--- src/logic/dml_pkg.sv ---
// Shared constants and carrier types for the dot-matrix serial loader.
// Assumes a single 10 MHz system clock and a 32-bit APB register port.

`default_nettype none

package dml_pkg;

  // ----------------------------------------------------------------------
  // Clock and display oscillator timing
  // ----------------------------------------------------------------------
  localparam int CLK_KHZ = 10000;
  localparam int INT_OSC_MIN_KHZ = 80;
  localparam int INT_OSC_MAX_KHZ = 210;
  localparam int INT_OSC_TARGET_KHZ = 150;
  localparam int INT_OSC_HALF = CLK_KHZ / (2 * INT_OSC_TARGET_KHZ);
  localparam int REFRESH_DIV = 512;
  localparam int PRESCALE_DIV = 8;

  // ----------------------------------------------------------------------
  // Control shift register layout
  // ----------------------------------------------------------------------
  localparam int CTRL_BITS = 8;
  localparam int CW_BITS = 7;
  localparam int CW_SEL_BIT = 7;
  localparam int CW0_PWM_LSB = 0;
  localparam int CW0_PEAK_LSB = 4;
  localparam int CW0_AWAKE_BIT = 6;
  localparam int CW1_SIMUL_BIT = 0;
  localparam int CW1_PRESCALE_BIT = 1;

  // ----------------------------------------------------------------------
  // APB register map
  // ----------------------------------------------------------------------
  localparam logic [7:0] REG_CTRL = 8'h00;
  localparam logic [7:0] REG_STATUS = 8'h04;
  localparam logic [7:0] REG_DOT_IDX = 8'h08;
  localparam logic [7:0] REG_DOT_WORD = 8'h0C;
  localparam int CTRL_FORCE_BLANK_BIT = 0;
  localparam int ST_CW0_LSB = 0;
  localparam int ST_CW1_LSB = 8;
  localparam int ST_RS_BIT = 16;
  localparam int ST_PEND_BIT = 17;
  localparam int ST_SLEEP_BIT = 18;
  localparam int ST_CE_BIT = 19;
  localparam int DOT_IDX_BITS = 3;

  // ----------------------------------------------------------------------
  // Carriers for pin groups crossing into the system clock
  // ----------------------------------------------------------------------
  typedef struct packed {
    logic din;
    logic sclk;
    logic ce_b;
    logic rs;
  } dml_link_t;

  typedef struct packed {
    logic blank;
    logic osc_sel;
    logic osc_ext;
  } dml_aux_t;

  localparam dml_link_t LINK_IDLE = '{din: 1'h0, sclk: 1'h0,
                                      ce_b: 1'h1, rs: 1'h0};
  localparam dml_aux_t AUX_IDLE = '{blank: 1'h1, osc_sel: 1'h1,
                                    osc_ext: 1'h0};

endpackage

`default_nettype wire

--- src/logic/dml_loader.sv ---
// Serial write port, control words and refresh logic of a dot-matrix
// LED driver. The serial pins and the oscillator pin are asynchronous to
// clk_in and are sampled through two flip-flops; the shift clock must stay
// well below half the system clock rate.
//
// Function
// - Reset low clears every control register bit; high is normal operation.
// - Reset leaves the dot pattern register untouched.
// - With enable low, each shift clock rising edge captures the data bit.
// - Select low targets dot register, select high the control register.
// - Select level is held at enable falling edge for the whole write.
// - Enable high with shift clock low copies shifted data to its target.
// - Serial output carries shift data onward for chained displays.
// - Oscillator select low picks external, high picks internal source.
// - Oscillator pin drives internal clock, or accepts external clock.
// - Blank high turns all LEDs off; may be modulated for brightness.
// - Sleep stops the internal oscillator and LED reference current.
// - Internal display oscillator runs between 80 and 210 kHz.
// - Dot pattern register holds 160 bits, one bit per LED.
// - Control write is eight bits, most significant first, then enable high.
// - Top control bit picks the word updated; the other keeps its value.
// - Reset also enters sleep, so LEDs stay dark until configured.

`timescale 1ns/1ps
`default_nettype none

module dml_loader
  import dml_pkg::*;
#(
  parameter int DOT_BITS = 160
) (
  // System
  input wire logic clk_in,
  input wire logic rst_b_in,
  // Serial write pins
  input wire logic ser_data_in,
  input wire logic shift_clk_in,
  input wire logic chip_en_b_in,
  input wire logic register_select_in,
  output logic ser_data_out,
  // Display oscillator and blanking
  input wire logic osc_sel_in,
  input wire logic display_osc_pin_in,
  output logic display_osc_pin_out,
  output logic display_osc_pin_oe_out,
  input wire logic blank_in,
  // LED drive
  output logic [DOT_BITS-1:0] led_out,
  output logic [1:0] peak_current_out,
  output logic ref_current_en_out,
  output logic refresh_tick_out,
  // APB slave
  input wire logic psel_in,
  input wire logic penable_in,
  input wire logic pwrite_in,
  input wire logic [7:0] paddr_in,
  input wire logic [31:0] pwdata_in,
  output logic [31:0] prdata_out,
  output logic pready_out,
  output logic pslverr_out
);

  localparam int DOT_WORDS = DOT_BITS / 32;

  if (DOT_BITS % 32 != 0 || DOT_WORDS < 1 || DOT_WORDS > 8) begin : g_chk
    $error("DOT_BITS must be a multiple of 32 up to 256");
  end
  if (CLK_KHZ / (2 * INT_OSC_HALF) < INT_OSC_MIN_KHZ ||
      CLK_KHZ / (2 * INT_OSC_HALF) > INT_OSC_MAX_KHZ) begin : g_osc
    $error("Internal oscillator divider out of range");
  end

  function automatic logic [31:0] dot_word(input logic [DOT_BITS-1:0] v,
                                           input logic [2:0] idx);
    dot_word = 32'h0;
    for (int i = 0; i < DOT_WORDS; i++) begin
      if (idx == 3'(i)) begin
        dot_word = v[i*32 +: 32];
      end
    end
  endfunction

  // ----------------------------------------------------------------------
  // Pin synchronisers
  // ----------------------------------------------------------------------
  dml_link_t link_meta_ff, link_s_ff;
  dml_aux_t aux_meta_ff, aux_s_ff;
  logic sclk_prev_ff, ce_prev_ff, ext_prev_ff;

  always_ff @(posedge clk_in or negedge rst_b_in) begin
    if (!rst_b_in) begin
      link_meta_ff <= LINK_IDLE;
      link_s_ff <= LINK_IDLE;
      aux_meta_ff <= AUX_IDLE;
      aux_s_ff <= AUX_IDLE;
      sclk_prev_ff <= 1'h0;
      ce_prev_ff <= 1'h1;
      ext_prev_ff <= 1'h0;
    end else begin
      link_meta_ff <= '{din: ser_data_in, sclk: shift_clk_in,
                        ce_b: chip_en_b_in, rs: register_select_in};
      link_s_ff <= link_meta_ff;
      aux_meta_ff <= '{blank: blank_in, osc_sel: osc_sel_in,
                       osc_ext: display_osc_pin_in};
      aux_s_ff <= aux_meta_ff;
      sclk_prev_ff <= link_s_ff.sclk;
      ce_prev_ff <= link_s_ff.ce_b;
      ext_prev_ff <= aux_s_ff.osc_ext;
    end
  end

  logic clk_rise, ce_fall, shift_en;
  assign clk_rise = link_s_ff.sclk & ~sclk_prev_ff;
  assign ce_fall = ~link_s_ff.ce_b & ce_prev_ff;
  // Edges seen while enable is high are ignored.
  assign shift_en = clk_rise & ~link_s_ff.ce_b;

  // ----------------------------------------------------------------------
  // Write sequencing
  // ----------------------------------------------------------------------
  logic rs_sel_ff, pend_ff, latch_go;

  always_ff @(posedge clk_in or negedge rst_b_in) begin
    if (!rst_b_in) begin
      rs_sel_ff <= 1'h0;
    end else if (ce_fall) begin
      rs_sel_ff <= link_s_ff.rs;
    end
  end

  // A transfer needs enable high, so it never meets a shift in one cycle.
  assign latch_go = pend_ff & link_s_ff.ce_b & ~link_s_ff.sclk;

  always_ff @(posedge clk_in or negedge rst_b_in) begin
    if (!rst_b_in) begin
      pend_ff <= 1'h0;
    end else if (shift_en) begin
      pend_ff <= 1'h1;
    end else if (latch_go) begin
      pend_ff <= 1'h0;
    end
  end

  // ----------------------------------------------------------------------
  // Dot pattern path; no reset so contents survive a chip reset
  // ----------------------------------------------------------------------
  logic [DOT_BITS-1:0] dot_shift_ff, dot_latch_ff;

  always_ff @(posedge clk_in) begin
    if (shift_en && !rs_sel_ff) begin
      dot_shift_ff <= {dot_shift_ff[DOT_BITS-2:0], link_s_ff.din};
    end
  end

  always_ff @(posedge clk_in) begin
    if (latch_go && !rs_sel_ff) begin
      dot_latch_ff <= dot_shift_ff;
    end
  end

  // ----------------------------------------------------------------------
  // Control shift register and control words
  // ----------------------------------------------------------------------
  logic [CTRL_BITS-1:0] ctrl_shift_ff;
  logic [CW_BITS-1:0] cw0_ff, cw1_ff;

  always_ff @(posedge clk_in or negedge rst_b_in) begin
    if (!rst_b_in) begin
      ctrl_shift_ff <= '0;
    end else if (shift_en && rs_sel_ff) begin
      ctrl_shift_ff <= {ctrl_shift_ff[CTRL_BITS-2:0], link_s_ff.din};
    end
  end

  // The word is picked by the bit that was shifted in first.
  always_ff @(posedge clk_in or negedge rst_b_in) begin
    if (!rst_b_in) begin
      cw0_ff <= '0;
      cw1_ff <= '0;
    end else if (latch_go && rs_sel_ff) begin
      if (ctrl_shift_ff[CW_SEL_BIT]) begin
        cw1_ff <= ctrl_shift_ff[CW_BITS-1:0];
      end else begin
        cw0_ff <= ctrl_shift_ff[CW_BITS-1:0];
      end
    end
  end

  logic awake;
  assign awake = cw0_ff[CW0_AWAKE_BIT];

  // ----------------------------------------------------------------------
  // Cascade output
  // ----------------------------------------------------------------------
  logic dout_ff;

  // Simultaneous mode passes data straight through, three flops late.
  always_ff @(posedge clk_in or negedge rst_b_in) begin
    if (!rst_b_in) begin
      dout_ff <= 1'h0;
    end else if (cw1_ff[CW1_SIMUL_BIT]) begin
      dout_ff <= link_s_ff.din;
    end else if (rs_sel_ff) begin
      dout_ff <= ctrl_shift_ff[CTRL_BITS-1];
    end else begin
      dout_ff <= dot_shift_ff[DOT_BITS-1];
    end
  end
  assign ser_data_out = dout_ff;

  // ----------------------------------------------------------------------
  // Display oscillator
  // ----------------------------------------------------------------------
  logic [7:0] int_cnt_ff;
  logic int_osc_ff, int_tick;
  logic [2:0] pre_cnt_ff;
  logic ext_rise, ext_tick, osc_tick;

  // Sleep freezes the internal divider.
  assign int_tick = aux_s_ff.osc_sel & awake &
                    (int_cnt_ff == 8'(INT_OSC_HALF - 1)) & ~int_osc_ff;

  always_ff @(posedge clk_in or negedge rst_b_in) begin
    if (!rst_b_in) begin
      int_cnt_ff <= '0;
      int_osc_ff <= 1'h0;
    end else if (aux_s_ff.osc_sel && awake) begin
      if (int_cnt_ff == 8'(INT_OSC_HALF - 1)) begin
        int_cnt_ff <= '0;
        int_osc_ff <= ~int_osc_ff;
      end else begin
        int_cnt_ff <= int_cnt_ff + 8'h01;
      end
    end
  end

  assign ext_rise = aux_s_ff.osc_ext & ~ext_prev_ff;
  assign ext_tick = ext_rise & (~cw1_ff[CW1_PRESCALE_BIT] |
                                (pre_cnt_ff == 3'(PRESCALE_DIV - 1)));

  always_ff @(posedge clk_in or negedge rst_b_in) begin
    if (!rst_b_in) begin
      pre_cnt_ff <= '0;
    end else if (ext_rise && cw1_ff[CW1_PRESCALE_BIT]) begin
      pre_cnt_ff <= pre_cnt_ff + 3'h1;
    end
  end

  assign osc_tick = aux_s_ff.osc_sel ? int_tick : ext_tick;
  assign display_osc_pin_out = int_osc_ff;
  assign display_osc_pin_oe_out = aux_s_ff.osc_sel;

  // ----------------------------------------------------------------------
  // Refresh phase, brightness and LED drive
  // ----------------------------------------------------------------------
  logic [8:0] phase_ff;
  logic refresh_ff, pwm_on, force_blank_ff;
  logic [DOT_BITS-1:0] led_ff;

  always_ff @(posedge clk_in or negedge rst_b_in) begin
    if (!rst_b_in) begin
      phase_ff <= '0;
      refresh_ff <= 1'h0;
    end else begin
      refresh_ff <= osc_tick && awake &&
                    (phase_ff == 9'(REFRESH_DIV - 1));
      if (osc_tick && awake) begin
        phase_ff <= phase_ff + 9'h001;
      end
    end
  end

  assign pwm_on = phase_ff[8:5] <= cw0_ff[CW0_PWM_LSB +: 4];

  always_ff @(posedge clk_in or negedge rst_b_in) begin
    if (!rst_b_in) begin
      led_ff <= '0;
    end else if (!awake || aux_s_ff.blank || force_blank_ff || !pwm_on) begin
      led_ff <= '0;
    end else begin
      led_ff <= dot_latch_ff;
    end
  end

  assign led_out = led_ff;
  assign peak_current_out = cw0_ff[CW0_PEAK_LSB +: 2];
  assign ref_current_en_out = awake;
  assign refresh_tick_out = refresh_ff;

  // ----------------------------------------------------------------------
  // APB slave, zero wait states
  // ----------------------------------------------------------------------
  logic [DOT_IDX_BITS-1:0] dot_idx_ff;
  logic [31:0] rdata_ff;
  logic mapped, wr_acc;
  logic [31:0] status_word;

  assign mapped = (paddr_in == REG_CTRL) || (paddr_in == REG_STATUS) ||
                  (paddr_in == REG_DOT_IDX) || (paddr_in == REG_DOT_WORD);
  assign wr_acc = psel_in & penable_in & pwrite_in & mapped;
  assign pready_out = 1'h1;
  assign pslverr_out = psel_in & penable_in & ~mapped;

  always_comb begin
    status_word = 32'h0;
    status_word[ST_CW0_LSB +: CW_BITS] = cw0_ff;
    status_word[ST_CW1_LSB +: CW_BITS] = cw1_ff;
    status_word[ST_RS_BIT] = rs_sel_ff;
    status_word[ST_PEND_BIT] = pend_ff;
    status_word[ST_SLEEP_BIT] = ~awake;
    status_word[ST_CE_BIT] = link_s_ff.ce_b;
  end

  always_ff @(posedge clk_in or negedge rst_b_in) begin
    if (!rst_b_in) begin
      force_blank_ff <= 1'h0;
      dot_idx_ff <= '0;
    end else if (wr_acc && paddr_in == REG_CTRL) begin
      force_blank_ff <= pwdata_in[CTRL_FORCE_BLANK_BIT];
    end else if (wr_acc && paddr_in == REG_DOT_IDX) begin
      dot_idx_ff <= pwdata_in[DOT_IDX_BITS-1:0];
    end
  end

  // Read data is captured in the setup cycle and held for the access.
  always_ff @(posedge clk_in or negedge rst_b_in) begin
    if (!rst_b_in) begin
      rdata_ff <= 32'h0;
    end else if (psel_in && !penable_in) begin
      unique case (paddr_in)
        REG_CTRL: rdata_ff <= {31'h0, force_blank_ff};
        REG_STATUS: rdata_ff <= status_word;
        REG_DOT_IDX: rdata_ff <= {29'h0, dot_idx_ff};
        REG_DOT_WORD: rdata_ff <= dot_word(dot_latch_ff, dot_idx_ff);
        default: rdata_ff <= 32'h0;
      endcase
    end
  end
  assign prdata_out = rdata_ff;
endmodule

`default_nettype wire

--- config.mk ---
export PLATFORM = sky130hd
export DESIGN_NAME = dml_loader
export DESIGN_NICKNAME = d
export VERILOG_FILES = /design/src/logic/dml_pkg.sv /design/src/logic/dml_loader.sv
export SDC_FILE = /design/constraint.sdc
export NUM_CORES = 1
export LEC_CHECK = 0
export BUFFER_PORTS_ARGS = -buffer_cell sky130_fd_sc_hd__buf_2
export CAP_MARGIN = 30
export CORE_MARGIN = 8
export CORE_UTILIZATION = 45
export CTS_CLUSTER_SIZE = 16
export DETAILED_ROUTE_END_ITERATION = 7
export PLACE_DENSITY_LB_ADDON = 0.05
export REMOVE_ABC_BUFFERS = 1
export SLEW_MARGIN = 20
export SYNTH_ARGS = -nofsm -noshare
export SYNTH_HDL_FRONTEND = slang
export SYNTH_SLANG_ARGS = --single-unit
export TNS_END_PERCENT = 100
--- constraint.sdc ---
create_clock -name clk_in -period 9.8 [get_ports clk_in]
set_input_delay 2.94 -clock clk_in [delete_from_list [all_inputs] [get_ports clk_in]]
set_output_delay 2.94 -clock clk_in [all_outputs]
set_load 0.05 [all_outputs]
==> flow_summary.ini <==
[placement]
gp_congestion = 0.774
place.detailed.hpwl_um = 27500
io_buffers = 222

[global_route]
grt_pass1_wl_um = 67000
grt_pass1_vias = 10900
antenna_found_initial = 1
track_usage_pct = 17.2
grt_max_degree = 166
grt.overflow.total = 0

[yosys]
syn-cell-area_mm2 = 0.0200
synthArstFlopShare_pct = 44.8
syn_avg_cell_area_um2 = 17.6
synth_cell_types = 47
synthCells = 1140
synth_edf_count = 320
synth_top_area_share_pct = 48.0
synth_ff_type = edfxtp_1
synthTopCellsByArea = edfxtp_1, dfrtp_1, and3_1
yosys.area.top_type = edfxtp_1
synth_common_cells = edfxtp_1, dfrtp_1, and3_1, o21ai_0, clkbuf_1
yosysWarnings = 0
yosysMostFrequentCell = edfxtp_1
ys_ff_latch = 580
seq_area_frac_synth_pct = 80.5

[clocking]
cts_setup_buffers = 0
cts-buffers-inserted = 58
clockRootBuffer = clkbuf_16
clock-sinks = 580
hold_buffers = 0
clk_pin_slew_ns = 0.06
cts_buffer_depth = 3
clock_latency_ns = 0.60
htreeDepth = 2
post_cts_resized = 0
cts_tree = done

[final_layout]
area_growth_pct = 18.6
drive_above_1_share_pct = 27.4
nFillCells = 3604
fin_nets = 1437

[critical_path]
end_kind = primary output
path_max_fanout = 6
path_common_cell = buf_2
crit_chain = buf_2, nor4_1, nand2_1, and3_1, buf_2
crit_path_top_delay_cell = nor4_1
worstSetupPathType = in2out
crit_arrival_ns = 3.98
cp-start-kind = primary input
critPathMaxStageDelay_ns = 0.32
worstPathRequired_ns = 6.86

[drt]
drc_errors = 0
dr.first_iter.drc_count = 849
wl_um = 44500
wl_per_cell_um = 22.1
dr_total_vias = 10300
via_per_inst = 5.10
first_pass_iters = 5
ant_nets = 0

[sta]
min_period_ns = 6.92
slew_violations = 0
finalClockSkew_ns = 0.0187
rsz0062_at_grt = false
fin_crit_sh_pct = 70.6
finalSetupViolCount = 0
hold_viol_final = 0
max_freq_mhz = 145
worst_pin_slew_ns = 0.930
slew-limit-headroom_pct = 38.0
fin_setup_tns_ns = 0

[floorplan]
core_area_mm2 = 0.0441
ios = 253
row_count = 77
die_h_um = 227
die_w_um = 227
start_util_pct = 45.4
die_area_mm2 = 0.0515

[power]
p_sw_mw = 1.15
p_comb_share_pct = 5.8
p_sw_share_pct = 22.6
p_int_mw = 3.95
peakVddDrop_v = 0.000142
design_power_total_mw = 5.09
p_leak_nw = 9.80
pwr-share-clk_pct = 42.6
pwr-share-seq_pct = 51.7
power_per_cell_area_mw_per_mm2 = 214

[worst_hold_path]
hp-class = reg2reg

[flow_run]
cap_violations = 0

[status]
outcome = finished, final reports clean
## power groups by stage
| stage | clock [mW] | combinational [mW] | sequential [mW] |
|---|---|---|---|
| final | 2.17 | 0.294 | 2.63 |
| after floorplan | 0 | 0.137 | 2.70 |
| after global routing | 2.32 | 0.333 | 2.64 |
| after detailed placement | 0 | 0.297 | 2.68 |
| after global placement | 0 | 0.292 | 2.68 |
| after CTS | 2.23 | 0.297 | 2.63 |
## kinds of logic after synthesis
group           Yosys count  synth area share [%]
flops                   580                  80.5
simple gates            264                  8.02
compound gates          121                  3.77
buf+inv                  76                  1.53
mux                      75                  4.98
xor+xnor                 13                 0.568
fa+ha+maj                10                 0.625
other cells               1                0.0187
## per-layer routing
metal | share of wire (%) | up-vias | GRT usage [%] | wire length, um
met4 | 2.4 | 0 | 5.96 | 1090
li1 | - | 4716 | - | -
met2 | 46 | 293 | 26.1 | 20400
met5 | 0 | - | 0 | 0
met1 | 45 | 5204 | 24.5 | 20100
met3 | 6.5 | 66 | 4.03 | 2890
## placed cells by master, fill, tap and decap left out, types with 3 or more instances in the layout
cell | netlist | routed
mux4_2 | 17 | 17
clkbuf_16 | 0 | 60
o21ai_0 | 74 | 74
nor2_1 | 9 | 8
clkinv_2 | 0 | 4
a221o_1 | 14 | 14
clkinv_1 | 0 | 5
buf_12 | 0 | 3
nand4_1 | 5 | 5
buf_4 | 4 | 16
inv_1 | 9 | 9
buf_2 | 5 | 221
xnor2_1 | 10 | 10
nor2b_1 | 24 | 23
nand2_1 | 32 | 32
clkbuf_8 | 0 | 14
and2_1 | 3 | 3
dfstp_2 | 7 | 7
clkbuf_1 | 57 | 21
nor3_1 | 4 | 3
a22oi_1 | 19 | 19
mux2i_1 | 31 | 31
xor2_1 | 3 | 3
nand2b_1 | 4 | 3
ha_1 | 10 | 10
dfrtp_1 | 253 | 251
mux2_2 | 27 | 27
and3_1 | 164 | 164
nand3_1 | 5 | 5
edfxtp_1 | 320 | 320
a21oi_1 | 4 | 4
## metrics by stage
step           hold WS (ns)  instance area [um2]  worst slack, ns  cells  util, %
5_1_grt               0.352                23800             2.76   2015     53.9
6_report              0.348                23800             2.88   2016     53.9
3_5_place_dp          0.338                21800             2.87   1904     49.4
3_3_place_gp          0.335                21800             2.93   1904     49.4
4_1_cts               0.351                23700             2.87   2012     53.7
2_1_floorplan         0.331                19800             1.43   1073        -
## cell type report
type / instances / area [um2] / share of cell area [%]
diodes: 1 / 2.50 / 0.0105
clock inverters: 13 / 123 / 0.516
clock buffers: 95 / 1770 / 7.46
well taps: 592 / 741 / 3.12
repair buffers: 242 / 1330 / 5.59
multi-input cells: 484 / 3640 / 15.3
flip-flops and latches: 580 / 16100 / 67.9
inverters: 9 / 33.8 / 0.142
## flip-flops by register name, indices dropped and copies added (netlist names), 2 cells and up
name,flops
aux_s_ff,2
dot_shift_ff,160
aux_meta_ff,3
phase_ff,9
link_meta_ff,4
ctrl_shift_ff,8
prdata_out,32
cw1_ff,7
link_s_ff,4
led_out,160
dot_idx_ff,3
pre_cnt_ff,3
cw0_ff,7
int_cnt_ff,8
dot_latch_ff,160
## worst max-delay path, delay by kind of cell
kind	cells	cell delay, ns
simple gates	3	0.74
buf+inv	2	0.30
## final timing paths
| check | start | end | slack (ns) | cells past startpoint |
|---|---|---|---|---|
| max in group asynchronous | rst_b_in | dot_idx_ff[1]$_DFFE_PN0P_ | 6.05 | 2 |
| min | aux_meta_ff[0]$_DFF_PN0_ | aux_s_ff[0]$_DFF_PN0_ | 0.35 | 0 |
| max reg2reg | dot_idx_ff[1]$_DFFE_PN0P_ | prdata_out[18]$_DFFE_PN0P_ | 6.95 | 7 |
| min in group asynchronous | rst_b_in | led_out[158]$_DFF_PN0_ | 2.36 | 1 |
| min reg2reg | aux_meta_ff[0]$_DFF_PN0_ | aux_s_ff[0]$_DFF_PN0_ | 0.35 | 0 |
| max | paddr_in[1] | pslverr_out | 2.88 | 5 |
Note: power is estimated with default switching activity, not from simulation.
